File: src/rtl/pia_pkg.sv
/*
 * Package for the priority interrupt arbiter: register indices, field
 * layout, reset values, source counts and the carrier structs.
 * Assumes nothing of its surroundings.
 */
package pia_pkg;

  localparam int NUM_SRC = 16;
  localparam int NUM_PIN = 6;
  localparam int LVL_W = 4;
  localparam int ADDR_W = 4;
  localparam int DATA_W = 16;
  localparam int SRC_W = 4;

  // Register indices; priority registers a..h at 0..7
  localparam logic [ADDR_W-1:0] PRIO_A_IDX = 4'h0;
  localparam logic [ADDR_W-1:0] PRIO_H_IDX = 4'h7;
  localparam logic [ADDR_W-1:0] SENSE_IDX = 4'h8;
  localparam logic [ADDR_W-1:0] PIN_STAT_IDX = 4'h9;
  localparam logic [ADDR_W-1:0] DMA_CTRL_IDX = 4'ha;
  localparam logic [ADDR_W-1:0] DMA_SEL_IDX = 4'hb;
  localparam logic [ADDR_W-1:0] ACC_IDX = 4'hc;

  localparam logic [DATA_W-1:0] PRIO_RESET = 16'h0000;
  localparam logic [LVL_W-1:0] LVL_LOW = 4'h0;

  // Control register bit positions
  localparam int DME_BIT = 0;
  localparam int DE0_BIT = 1;
  localparam int DE1_BIT = 2;

  // Acceptance status layout: valid, source, level
  localparam int ACC_VALID_BIT = 15;
  localparam int ACC_SRC_LSB = 4;

  typedef struct packed {
    logic [ADDR_W-1:0] addr;
    logic [DATA_W-1:0] wdata;
    logic wr;
    logic rd;
  } pia_bus_req_t;

  typedef struct packed {
    logic req;
    logic [LVL_W-1:0] level;
    logic [SRC_W-1:0] src;
  } pia_cpu_req_t;

endpackage : pia_pkg

File: src/rtl/pia_arbiter.sv
/*
 * Priority interrupt arbiter: pin and peripheral requests, per-source
 * 4-bit levels, fixed tie order, mask compare, dma diversion.
 * Assumes a cpu that takes the request while decoding, acknowledges it
 * with a one-cycle pulse and loads the level into its own mask; peripheral
 * requests are levels held by their modules until cleared.
 */
// Added by the designer: the address-and-strobe port and the address map.
//
// Function
// RQ1: Pick the pending request with the highest programmed level.
// RQ2: Edge-sensed pin requests stay latched until accepted.
// RQ3: Power-on reset clears every latched edge request.
// RQ4: Equal levels resolve by fixed order, lower source index wins.
// RQ5: Ignore selection when its level is at or below cpu mask.
// RQ6: Level above cpu mask raises the request output to the cpu.
// RQ7: Cpu samples the request on decode and enters exception processing.
// RQ8: Cpu pushes status and program counter before vector fetch.
// RQ9: Accepted level is driven out for the cpu mask field.
// RQ10: Cpu jumps to the vector table entry, no delay slot.
// RQ11: Cpu takes five states plus three longword accesses to handler.
// RQ12: Response is seven or nine states plus three access times.
// RQ13: Acceptance may wait for the cpu's current sequence.
// RQ14: Dma sources masked: enable and (ch0 and sel0, or ch1).
// RQ15: Dma-routed source never interrupts the cpu, whatever its level.
// RQ16: Dma transfer clears the request of a dma-routed source. Code only pulses DMA_CLEAR_O; a latched pin flag stays set.
// RQ17: Otherwise the request goes through normal arbitration.
// RQ18: Software withdraws a pending pin request via pin status.
// RQ19: Level fields: 0 lowest, 15 highest, reset to zero.
// RQ20: Edge flag clears on writing 0 after reading it as 1.
// RQ21: Edge flag clears once its exception processing ran.
// RQ22: Arbitration result registered, held stable until acknowledged.
`timescale 1ns/1ps
`default_nettype none

module pia_arbiter
  import pia_pkg::*;
(
  input wire logic CLK_SYS_I,
  input wire logic RST_I,
  input wire logic [pia_pkg::NUM_PIN-1:0] PIN_REQ_N_I,
  input wire logic [pia_pkg::NUM_SRC-1:0] PERIPH_REQ_I,
  input wire logic [pia_pkg::LVL_W-1:0] CPU_MASK_LEVEL_I,
  input wire logic CPU_ACK_I,
  input wire logic DMA_XFER_I,
  input wire pia_pkg::pia_bus_req_t BUS_I,
  output logic [pia_pkg::DATA_W-1:0] BUS_RDATA_O,
  output pia_pkg::pia_cpu_req_t CPU_REQ_O,
  output logic DMA_REQ_O,
  output logic [pia_pkg::NUM_SRC-1:0] DMA_CLEAR_O
);
  import pia_pkg::*;

  localparam int NREG = 8;
  initial begin
    if (NUM_PIN > NUM_SRC || NUM_SRC != NREG * 2 || LVL_W != 4) begin
      $error("pia_arbiter: unsupported source or level configuration");
    end
  end

  // Pin synchroniser, two flops
  logic [NUM_PIN-1:0] pin_s1_q;
  logic [NUM_PIN-1:0] pin_s2_q;
  logic [NUM_PIN-1:0] pin_prev_q;
  always_ff @(posedge CLK_SYS_I or posedge RST_I) begin
    if (RST_I) begin
      pin_s1_q <= '1;
      pin_s2_q <= '1;
      pin_prev_q <= '1;
    end else begin
      pin_s1_q <= PIN_REQ_N_I;
      pin_s2_q <= pin_s1_q;
      pin_prev_q <= pin_s2_q;
    end
  end

  // Registers
  logic [DATA_W-1:0] prio_q [NREG];
  logic [NUM_PIN-1:0] sense_q;
  logic [NUM_PIN-1:0] flag_q;
  logic [NUM_PIN-1:0] flag_d;
  logic [NUM_PIN-1:0] read_one_q;
  logic [NUM_PIN-1:0] read_one_d;
  logic [2:0] dma_ctrl_q;
  logic [NUM_SRC-1:0] dma_sel_q;
  logic [DATA_W-1:0] rdata_q;
  pia_cpu_req_t cpu_q;
  logic dma_req_q;
  logic [NUM_SRC-1:0] dma_clr_q;

  wire wr_prio = BUS_I.wr && (BUS_I.addr <= PRIO_H_IDX);
  wire wr_sense = BUS_I.wr && (BUS_I.addr == SENSE_IDX);
  wire wr_stat = BUS_I.wr && (BUS_I.addr == PIN_STAT_IDX);
  wire wr_dctl = BUS_I.wr && (BUS_I.addr == DMA_CTRL_IDX);
  wire wr_dsel = BUS_I.wr && (BUS_I.addr == DMA_SEL_IDX);
  wire rd_stat = BUS_I.rd && (BUS_I.addr == PIN_STAT_IDX);
  wire [2:0] prio_idx = BUS_I.addr[2:0];

  // Per-source level, four fields per register, high nibble first
  logic [LVL_W-1:0] level [NUM_SRC];
  for (genvar s = 0; s < NUM_SRC; s++) begin : g_lvl
    assign level[s] = prio_q[s/4][DATA_W-1-(s%4)*LVL_W -: LVL_W];
  end

  // Pin request state
  wire [NUM_PIN-1:0] pin_low = ~pin_s2_q;
  wire [NUM_PIN-1:0] pin_fall = pin_prev_q & ~pin_s2_q;
  wire ack_pin = CPU_ACK_I && cpu_q.req && (cpu_q.src < SRC_W'(NUM_PIN));

  always_comb begin
    flag_d = flag_q;
    read_one_d = read_one_q;
    for (int p = 0; p < NUM_PIN; p++) begin
      if (!sense_q[p]) begin
        flag_d[p] = pin_low[p];
      end else begin
        if (rd_stat && flag_q[p]) begin
          read_one_d[p] = 1'b1;
        end
        if (wr_stat && !BUS_I.wdata[p] && read_one_q[p]) begin
          flag_d[p] = 1'b0; // RQ18 RQ20
          read_one_d[p] = 1'b0;
        end
        if (ack_pin && cpu_q.src == SRC_W'(p)) begin
          flag_d[p] = 1'b0; // RQ21
        end
        if (pin_fall[p]) begin
          flag_d[p] = 1'b1; // RQ2
        end
      end
    end
  end

  // Request vector: pins in low sources, peripherals above
  logic [NUM_SRC-1:0] raw_req;
  always_comb begin
    raw_req = PERIPH_REQ_I;
    raw_req[NUM_PIN-1:0] = flag_q;
  end

  // Dma diversion: select bit 0 means channel-0 source
  wire dma_master_enable = dma_ctrl_q[DME_BIT];
  wire [NUM_SRC-1:0] dma_mask;
  for (genvar s = 0; s < NUM_SRC; s++) begin : g_dma
    assign dma_mask[s] = dma_master_enable && dma_sel_q[s] &&
      ((dma_ctrl_q[DE0_BIT] && s == 0) || dma_ctrl_q[DE1_BIT]); // RQ14
  end
  wire [NUM_SRC-1:0] cpu_req_vec = raw_req & ~dma_mask; // RQ15 RQ17
  wire [NUM_SRC-1:0] dma_req_vec = raw_req & dma_mask;

  // Arbitration, strictly greater so lower index keeps ties
  logic [LVL_W-1:0] best_lvl;
  logic [SRC_W-1:0] best_src;
  logic best_vld;
  always_comb begin
    best_lvl = LVL_LOW;
    best_src = '0;
    best_vld = 1'b0;
    for (int s = 0; s < NUM_SRC; s++) begin
      if (cpu_req_vec[s] && (!best_vld || level[s] > best_lvl)) begin
        best_vld = 1'b1; // RQ1 RQ4
        best_lvl = level[s];
        best_src = SRC_W'(s);
      end
    end
  end
  wire accept = best_vld && (best_lvl > CPU_MASK_LEVEL_I); // RQ5 RQ6

  // Read mux
  logic [DATA_W-1:0] rd_mux;
  always_comb begin
    rd_mux = '0;
    if (BUS_I.addr <= PRIO_H_IDX) begin
      rd_mux = prio_q[prio_idx];
    end else if (BUS_I.addr == SENSE_IDX) begin
      rd_mux[NUM_PIN-1:0] = sense_q;
    end else if (BUS_I.addr == PIN_STAT_IDX) begin
      rd_mux[NUM_PIN-1:0] = flag_q;
    end else if (BUS_I.addr == DMA_CTRL_IDX) begin
      rd_mux[2:0] = dma_ctrl_q;
    end else if (BUS_I.addr == DMA_SEL_IDX) begin
      rd_mux = dma_sel_q;
    end else if (BUS_I.addr == ACC_IDX) begin
      rd_mux[ACC_VALID_BIT] = cpu_q.req;
      rd_mux[ACC_SRC_LSB +: SRC_W] = cpu_q.src;
      rd_mux[LVL_W-1:0] = cpu_q.level;
    end
  end

  always_ff @(posedge CLK_SYS_I or posedge RST_I) begin
    if (RST_I) begin
      for (int r = 0; r < NREG; r++) begin
        prio_q[r] <= PRIO_RESET; // RQ19
      end
    end else if (wr_prio) begin
      prio_q[prio_idx] <= BUS_I.wdata;
    end
  end

  always_ff @(posedge CLK_SYS_I or posedge RST_I) begin
    if (RST_I) begin
      sense_q <= '0;
      flag_q <= '0; // RQ3
      read_one_q <= '0;
      dma_ctrl_q <= '0;
      dma_sel_q <= '0;
      rdata_q <= '0;
    end else begin
      if (wr_sense) begin
        sense_q <= BUS_I.wdata[NUM_PIN-1:0];
      end
      if (wr_dctl) begin
        dma_ctrl_q <= BUS_I.wdata[2:0];
      end
      if (wr_dsel) begin
        dma_sel_q <= BUS_I.wdata;
      end
      flag_q <= flag_d;
      read_one_q <= read_one_d;
      rdata_q <= BUS_I.rd ? rd_mux : '0;
    end
  end

  // Cpu request held until acknowledged, then re-arbitrated
  always_ff @(posedge CLK_SYS_I or posedge RST_I) begin
    if (RST_I) begin
      cpu_q <= '0;
    end else if (!cpu_q.req || CPU_ACK_I) begin
      cpu_q.req <= accept && !CPU_ACK_I; // RQ22 RQ12
      cpu_q.level <= best_lvl; // RQ9
      cpu_q.src <= best_src;
    end
  end

  // Dma side: one-cycle clear pulse per served source
  always_ff @(posedge CLK_SYS_I or posedge RST_I) begin
    if (RST_I) begin
      dma_req_q <= 1'b0;
      dma_clr_q <= '0;
    end else begin
      dma_req_q <= |dma_req_vec;
      dma_clr_q <= DMA_XFER_I ? dma_req_vec : '0; // RQ16
    end
  end

  assign BUS_RDATA_O = rdata_q;
  assign CPU_REQ_O = cpu_q;
  assign DMA_REQ_O = dma_req_q;
  assign DMA_CLEAR_O = dma_clr_q;

endmodule : pia_arbiter

`default_nettype wire

File: config.mk
export PLATFORM = sky130hd
export DESIGN_NAME = pia_arbiter
export DESIGN_NICKNAME = d
export VERILOG_FILES = /design/src/rtl/pia_pkg.sv /design/src/rtl/pia_arbiter.sv
export SDC_FILE = /design/constraint.sdc
export NUM_CORES = 1
export LEC_CHECK = 0
export ABC_CLOCK_PERIOD_IN_PS = 30900
export BUFFER_PORTS_ARGS = -buffer_cell sky130_fd_sc_hd__buf_2
export CAP_MARGIN = 20
export CORE_MARGIN = 3
export CORE_UTILIZATION = 42
export DETAILED_ROUTE_END_ITERATION = 7
export MAX_ROUTING_LAYER = met4
export PLACE_DENSITY_LB_ADDON = 0.1
export SLEW_MARGIN = 20
export SYNTH_ARGS = -nofsm -noshare
export SYNTH_HDL_FRONTEND = slang
export SYNTH_SLANG_ARGS = --single-unit
File: constraint.sdc
create_clock -name CLK_SYS_I -period 30.9 [get_ports CLK_SYS_I]
set_clock_uncertainty 0.2 [all_clocks]
set_input_delay 6.18 -clock CLK_SYS_I [delete_from_list [all_inputs] [get_ports CLK_SYS_I]]
set_output_delay 6.18 -clock CLK_SYS_I [all_outputs]
set_load 0.005 [all_outputs]
==> results.cfg, run 1 <==
[global_routing]
gr-usage-met3_pct = 3.02
use_met1_pct = 34.1
track_usage_pct = 23.8
grt_pass1_wl_mm = 58.7
grt_overflow_total = 0
antenna_found_initial = 0
grtUsageMet2_pct = 36.1
grt_pass1_vias = 9438
busiest_layer = met2
grt_start_max_net_pins = 90

[logic_synthesis]
synthArstFlopShare_pct = 100
syn_area_per_cell_um2 = 11.2
synth_ff_type = dfrtp_1
synth_edf_count = 0
synth_most_common_cell = dfrtp_1
synthesis.area_mm2 = 0.0129
synth_warnings = 0
synth_cell_types = 90
synth-seq-cells = 225
synth_top_cell_by_area = dfrtp_1
ys_top_cells_by_area = dfrtp_1 40%, mux2_2 13%, mux4_2 6.1%
netlist.area_leader.share_pct = 40.3
ys_top_cells_by_count = 207 x dfrtp_1, 154 x mux2_2, 89 x nand2_1
synth_nets = 1256
netlist_instances = 1149
ys_seq_area_share_pct = 43.9

[clock_tree]
clock_latency_ns = 0.55
clkSinkCount = 225
cts_resized = 0
numCtsBuffers = 27
clock_path_buffers = 3
htreeDepth = 1
clk_pin_slew_worst_paths_ns = 0.06
cts_tree = done
cts_root_buf = clkbuf_16
cts_setup_buffers = 0
hold_buffers = 0

[setup_path]
rr_worst_depth = 124
critical-path-max-stage-delay_ns = 0.54
path_common_cell = a21oi_1
cp.arrival_ns = 26.45
cp_slowest_cell = dfrtp_1
crit_required_ns = 31.15
worstSetupPathType = reg -> reg
critPathLaunchType = flip-flop
worstPathMaxFanout = 12
worst_setup_path_end_kind = flip-flop

[layout]
ff_latch_area_mm2 = 0.00565
antennaDiodeCount = 0
nNetsFinal = 1335
area_growth_pct = 14.1
n_fill_cell = 2792
layout-drive-gt1-share_pct = 31.7
final_cells = 1637
multi_input_area_mm2 = 0.00681

[sta]
rsz0062_at_grt = false
hold_viol_final = 0
period_minus_slack_ns = 26.21
fin_tns_setup_ns = 0
slew_headroom_pct = 21.8
slew_viol_final = 0
hold_slack_ns = 0.151
fmax_ghz = 0.0382
worst_slew_pin_slew_ns = 1.17
setup-violations-final = 0
period_share_pct = 84.8

[drt]
wl_per_cell_um = 23.3
first_iter_violations = 686
dr.pass1.iters = 5
drtAntennaViolNets = 0
vias_per_cell = 5.91
vias = 9667
drc = 0
wl_mm = 38.1

[die]
pin_count = 94
row_count = 63
coreArea_mm2 = 0.0300
die_h_um = 181
start_util_pct = 43.0
design.die.area_mm2 = 0.0328
die_w_um = 181

[placed_design]
gp_congestion = 0.911
dp.cells = 1589
port_buffers = 87
hpwl_mm = 27.8

[min_path]
hold_path_class = reg -> reg
hold_depth = 0

[flow_run]
max_cap_viol_count = 0

[outcome]
status = completed
==> through the flow <==
stage / instance area [µm²] / util, % / setup WS (ns)
detailed placement: 13700 / 45.7 / 4.90
CTS: 14700 / 49.0 / 4.73
finish: 14700 / 49.0 / 4.69
global route: 14700 / 49.0 / 2.31
global placement: 13700 / 45.7 / 4.99
floorplan: 12900 / - / 8.83
==> registers in the layout, summed over array words and instances (netlist names), 9 cells and up <==
name and count:
level 64, prio_q 64, BUS_RDATA_O 16, DMA_CLEAR_O 16, dma_sel_q 16, CPU_REQ_O 9
==> layout by cell type (no fill, tap or decap), drive strengths merged, types with 35 or more instances in the layout <==
| cell | synthesis | layout |
|---|---|---|
| buf | 12 | 98 |
| inv | 58 | 60 |
| ha | 55 | 55 |
| a21oi | 57 | 57 |
| mux4 | 35 | 35 |
| nand2 | 89 | 89 |
| o21ai | 44 | 44 |
| dfrtp | 207 | 207 |
| mux2 | 155 | 155 |
| clkbuf | 36 | 41 |
| nor2 | 71 | 71 |
==> worst max-delay path, delay by kind of cell (launching register included) <==
family	cells	cell delay [ns]
DFF	1	0.54
AOI/OAI and AO/OA	72	13.52
adders and majority gates	17	5.19
and+or+nand+nor	29	5.31
muxes	3	1.05
buffers and inverters	3	0.27
==> final timing paths <==
path	slack, ns	start	endpoint
worst max-delay path	4.69	dma_ctrl_q[2]$_DFFE_PP0P_	CPU_REQ_O[8]$_DFFE_PP0P_
worst min register to register	0.15	pin_s1_q[2]$_DFF_PP1_	pin_s2_q[2]$_DFF_PP1_
max in group asynchronous	23.58	RST_I	level[57]$_DFFE_PP0P_
worst max register to register	4.69	dma_ctrl_q[2]$_DFFE_PP0P_	CPU_REQ_O[8]$_DFFE_PP0P_
min in group asynchronous	5.51	RST_I	level[1]$_DFFE_PP0P_
worst min-delay path	0.15	pin_s1_q[2]$_DFF_PP1_	pin_s2_q[2]$_DFF_PP1_
==> per-layer routing <==
layer	vias to the layer above	part of all wire, %
li1	4452	-
met1	4911	47
met2	252	46
met3	52	4.8
met4	0	2.6
met5	-	0
==> cell families after synthesis <==
group	after synthesis	synth area share (%)
and+or+nand+nor	299	11.4
muxes	207	21.0
DFF	225	43.9
buffers and inverters	106	3.27
adders and majority gates	56	5.43
AOI/OAI and AO/OA	256	14.9
==> area by class of cell <==
cell class	instances	share of cell area [%]
Sequential cell	225	38.5
Multi-Input combinational cell	818	46.4
Timing Repair Buffer	98	3.53
Tap cell	390	3.32
Inverter	58	1.53
Clock inverter	7	1.07
Clock buffer	41	5.64
Power of run 1 is left out: the tool's default activity adds up to more than one toggle a clock period on the data nets, which glitch-free logic cannot reach.
==> run 2: changes to the inputs <==
Settings changed: ABC_AREA set to 1, ABC_CLOCK_PERIOD_IN_PS 30900 to 25000.
Clock period 30.9 ns to 25 ns, I/O delays scaled along.
==> results.cfg, run 2 <==
[outcome]
status = finished with violations
violations = DRC

[setup_path]
cp-endpoint = CPU_REQ_O[8]$_DFFE_PP0P_
r2r-start = dma_ctrl_q[2]$_DFFE_PP0P_
worstPathMaxFanout = 12
path_common_cell = nand2_1
cp_slowest_cell = dfrtp_1
cp-startpoint = dma_ctrl_q[2]$_DFFE_PP0P_
crit_required_ns = 25.20
worst_setup_path_end_kind = flip-flop
critical-path-max-stage-delay_ns = 0.43
worstSetupPathType = reg -> reg
timing.rr.end = CPU_REQ_O[8]$_DFFE_PP0P_
critPathLaunchType = flip-flop
rr_worst_depth = 151
cp.arrival_ns = 19.75
r2r_setup_slack_ns = 5.45

[clock_tree]
clkSinkCount = 225
numCtsBuffers = 26
cts_tree = done
cts_setup_buffers = 0
clock_path_buffers = 3
hold_buffers = 0
clk_pin_slew_worst_paths_ns = 0.06
clock_latency_ns = 0.53
cts_resized = 0
cts_root_buf = clkbuf_16
htreeDepth = 1

[die]
design.die.area_mm2 = 0.0315
row_count = 62
die_h_um = 177
pin_count = 94
start_util_pct = 42.8
coreArea_mm2 = 0.0289
die_w_um = 177

[logic_synthesis]
ys_seq_area_share_pct = 45.8
synthArstFlopShare_pct = 100
netlist_instances = 1586
netlist.area_leader.share_pct = 41.9
synth_cell_types = 44
synth_top_cell_by_area = dfrtp_1
ys_top_cells_by_count = 394 x nand2_1, 207 x dfrtp_1, 198 x o21ai_0
synth_nets = 1693
synth_most_common_cell = nand2_1
syn_area_per_cell_um2 = 7.79
synth_warnings = 0
synth_edf_count = 0
synthesis.area_mm2 = 0.0124
ys_top_cells_by_area = dfrtp_1 42%, nand2_1 12%, o21ai_0 8.0%
synth-seq-cells = 225
synth_ff_type = dfrtp_1

[global_routing]
grt_pass1_vias = 10600
busiest_layer = met2
antenna_found_initial = 0
gr-usage-met3_pct = 4.99
use_met1_pct = 36.6
grtUsageMet2_pct = 40.0
grt_start_max_net_pins = 91
grt_overflow_total = 0
grt_pass1_wl_mm = 62.5
track_usage_pct = 26.8

[layout]
area_growth_pct = 13.5
utilization_pct = 48.6
layout_commonest_cell = nand2_1
nNetsFinal = 1766
n_fill_cell = 2955
reg_top3 = level: 64 flops, prio_q: 64 flops
layout-drive-gt1-share_pct = 13.2
antennaDiodeCount = 0
mostFrequentLayoutCells = 394 x nand2_1, 207 x dfrtp_1, 198 x o21ai_0, 193 x inv_1, 102 x nand3_1

[sta]
fmax_ghz = 0.0511
period_minus_slack_ns = 19.55
rsz0062_at_grt = false
worst_slew_pin_slew_ns = 1.03
hold_viol_final = 0
slew_viol_final = 0
period_share_pct = 78.2
fin_tns_setup_ns = 0
setup-violations-final = 0
slew_headroom_pct = 31.0

[drt]
drtAntennaViolNets = 0
drc = 1
vias_per_cell = 5.41
first_iter_violations = 943
wl_per_cell_um = 19.9
wl_mm = 41.0
dr.pass1.iters = 8
vias = 11200

[flow_run]
max_cap_viol_count = 0

[placed_design]
hpwl_mm = 30.6
port_buffers = 87
gp_congestion = 0.962

[min_path]
hold_path_class = reg -> reg
## run 2: how the worst min path moves through the flow
stage	slack, ns	cells after the start	end	start
after floorplan	0.15	0	pin_s2_q[0]$_DFF_PP1_	pin_s1_q[0]$_DFF_PP1_
after global placement	0.15	0	pin_s2_q[4]$_DFF_PP1_	pin_s1_q[4]$_DFF_PP1_
after detailed placement	0.15	0	pin_s2_q[1]$_DFF_PP1_	pin_s1_q[1]$_DFF_PP1_
after CTS	0.16	0	pin_s2_q[5]$_DFF_PP1_	pin_s1_q[5]$_DFF_PP1_
after global routing	0.16	0	pin_s2_q[2]$_DFF_PP1_	pin_s1_q[2]$_DFF_PP1_
final	0.16	0	pin_s2_q[1]$_DFF_PP1_	pin_s1_q[1]$_DFF_PP1_
## run 2: cell families (layout without fill, tap and decap cells)
kind of cell	after synthesis	in the layout	share of synthesized area, %
buffers and inverters	259	352	7.99
AND/OR/NAND/NOR	696	696	24.7
adder cells (fa/ha/maj)	55	55	5.57
flip-flops	225	225	45.8
AO/OA/AOI/OAI	351	351	16.0
## run 2: critical path: cells and delay by family, from the launching register on
family,cells,cell delay (ns)
and+or+nand+nor,84,7.55
AOI/OAI and AO/OA,34,5.30
adders and majority gates,16,4.95
buffers and inverters,17,0.96
DFF,1,0.43
## run 2: layout make-up
class	count	area, µm²	area share, %
repair buffers	101	541	3.85
clock buffers	36	739	5.27
well taps	384	480	3.43
inverters	203	769	5.49
clock inverters	12	113	0.803
multi-input cells	1102	5730	40.8
flip-flops and latches	225	5650	40.3
## run 2: layer usage
layer  share of wire (%)  vias up
li1                    -     5405
met1                  45     5332
met2                  44      342
met3                 7.1       84
met4                 4.2        0
met5                   0        -
## run 2: stage by stage
| step | instances | hold slack, ns | area, µm² | setup WS (ns) |
|---|---|---|---|---|
| 2_1_floorplan | 1586 | 0.145 | 12400 | 8.25 |
| 5_1_grt | 2063 | 0.159 | 14000 | 2.88 |
| 4_1_cts | 2063 | 0.156 | 14000 | 5.44 |
| 3_3_place_gp | 2015 | 0.145 | 13200 | 5.75 |
| 6_report | 2063 | 0.155 | 14000 | 5.45 |
| 3_5_place_dp | 2015 | 0.147 | 13200 | 5.56 |
Power of run 2 is left out for the same reason.
==> run 3: changes to the inputs <==
Settings changed: ABC_CLOCK_PERIOD_IN_PS 25000 to 15900.
Clock period 25 ns to 15.9 ns, I/O delays scaled along.
==> results.cfg, run 3 (synthesized netlist as in run 2, its figures left out) <==
[clock_tree]
hold_buffers = 0
cts_tree = done
clk_pin_slew_worst_paths_ns = 0.06
numCtsBuffers = 25
htreeDepth = 1
clock_latency_ns = 0.52
clkSinkCount = 225
clock_path_buffers = 3
cts_root_buf = clkbuf_16

[setup_path]
timing.rr.end = CPU_REQ_O[8]$_DFFE_PP0P_
critical-path-max-stage-delay_ns = 0.39
worstSetupPathType = reg -> reg
cp_slowest_cell = dfrtp_1
cp.arrival_ns = 18.04
r2r_setup_slack_ns = -1.95
path_common_cell = buf_4
critPathLaunchType = flip-flop
crit_required_ns = 16.09
r2r-start = dma_ctrl_q[1]$_DFFE_PP0P_
worst_setup_path_end_kind = flip-flop
rr_worst_depth = 153
worstPathMaxFanout = 8

[outcome]
violations = setup timing
status = finished with violations

[layout]
nNetsFinal = 1995
layout_commonest_cell = nand2_1
layout-drive-gt1-share_pct = 30.2
reg_top3 = level: 64 flops, prio_q: 64 flops
area_growth_pct = 33.9
final_cells = 2291
mostFrequentLayoutCells = 362 x nand2_1, 229 x buf_4, 207 x dfrtp_1, 179 x inv_1, 162 x o21ai_0

[min_path]
min_from = pin_s1_q[5]$_DFF_PP1_
hold_path_class = reg -> reg
hold_depth = 0
holdPathEnd = pin_s2_q[5]$_DFF_PP1_

[drt]
vias_per_cell = 5.34
dr.pass1.iters = 7
drc = 0
drtAntennaViolNets = 0
first_iter_violations = 1017
wl_mm = 43.9
wl_per_cell_um = 19.2
vias = 12200

[placed_design]
dp.cells = 2143
hpwl_mm = 31.0
dp_slack_ns = -2.19
gp_congestion = 0.914
port_buffers = 87

[sta]
setup-violations-final = 9
worst_slew_pin_slew_ns = 1.07
period_share_pct = 112
rsz0062_at_grt = true
setup_ws_ns = -1.95
fmax_ghz = 0.0560
hold_viol_final = 0
period_minus_slack_ns = 17.85
slew_viol_final = 0
slew_headroom_pct = 28.2

[die]
die_h_um = 177
die_w_um = 177
design.die.area_mm2 = 0.0315
row_count = 62
pin_count = 94
start_util_pct = 42.8
coreArea_mm2 = 0.0289

[global_routing]
grt_overflow_total = 0
grt_start_max_net_pins = 83
track_usage_pct = 28.3
grt_pass1_vias = 11700
antenna_found_initial = 1
grt_pass1_wl_mm = 66.7

[flow_run]
max_cap_viol_count = 0
## run 3: cell types whose count changed in the layout (fill, tap and decap cells not counted), moves of 18 or more
cell	delta
buf_4	+215
o21ai_0	-36
nand2_1	-32
ha_1	-24
ha_4	+24
nand2_2	+18
## run 3: critical path, delay by kind of cell (launching register included)
| kind | cells | cell delay [ns] |
|---|---|---|
| flip-flops | 1 | 0.39 |
| AND/OR/NAND/NOR | 72 | 6.48 |
| adder cells (fa/ha/maj) | 13 | 3.42 |
| AO/OA/AOI/OAI | 28 | 3.31 |
| buffers and inverters | 40 | 3.84 |
## run 3: repair_timing
item,in CTS,in global routing
cloned,2,0
setup endpoints to repair,9,9
pin swaps,93,61
setup buffers,82,26
gates resized for setup,104,74
## run 3: area by class of cell
| type | count | area (µm²) |
|---|---|---|
| diodes | 1 | 2.50 |
| clock buffers | 35 | 743 |
| inverters | 203 | 776 |
| clock inverters | 10 | 90.1 |
| multi-input cells | 1104 | 6500 |
| flip-flops and latches | 225 | 5650 |
| fillers | 2728 | 12300 |
| repair buffers | 329 | 2300 |
| well taps | 384 | 480 |
## run 3: per-layer routing
metal | routed length (µm) | up-vias | global-route usage (%)
met5 | 0 | - | -
met4 | 1750 | 0 | 9.69
met3 | 2530 | 93 | 3.57
met2 | 20500 | 396 | 44.7
met1 | 19200 | 5870 | 37.7
li1 | - | 5873 | -
## run 3: worst max path at each step
stage	from	to	slack, ns	depth (start not counted)
3_5_place_dp	dma_ctrl_q[1]$_DFFE_PP0P_	CPU_REQ_O[8]$_DFFE_PP0P_	-2.19	157
2_1_floorplan	dma_ctrl_q[2]$_DFFE_PP0P_	CPU_REQ_O[8]$_DFFE_PP0P_	-0.29	161
4_1_cts	dma_ctrl_q[2]$_DFFE_PP0P_	CPU_REQ_O[8]$_DFFE_PP0P_	-1.36	158
6_report	dma_ctrl_q[1]$_DFFE_PP0P_	CPU_REQ_O[8]$_DFFE_PP0P_	-1.95	153
3_3_place_gp	dma_ctrl_q[1]$_DFFE_PP0P_	CPU_REQ_O[8]$_DFFE_PP0P_	-2.04	158
5_1_grt	dma_ctrl_q[1]$_DFFE_PP0P_	CPU_REQ_O[8]$_DFFE_PP0P_	-3.23	156
## run 3: through the flow
| stage | TNS (ns) | area, µm² | utilization (%) | hold slack, ns |
|---|---|---|---|---|
| final | -14.14 | 16500 | 57.3 | 0.154 |
| after global routing | -25.53 | 16500 | 57.3 | 0.157 |
| after CTS | -10.46 | 16100 | 55.7 | 0.155 |
| after detailed placement | -15.46 | 14200 | 49.1 | 0.147 |
| after global placement | -14.29 | 14200 | 49.1 | 0.146 |
| after floorplan | -0.292 | 12400 | - | 0.145 |
Power of run 3 is left out for the same reason.
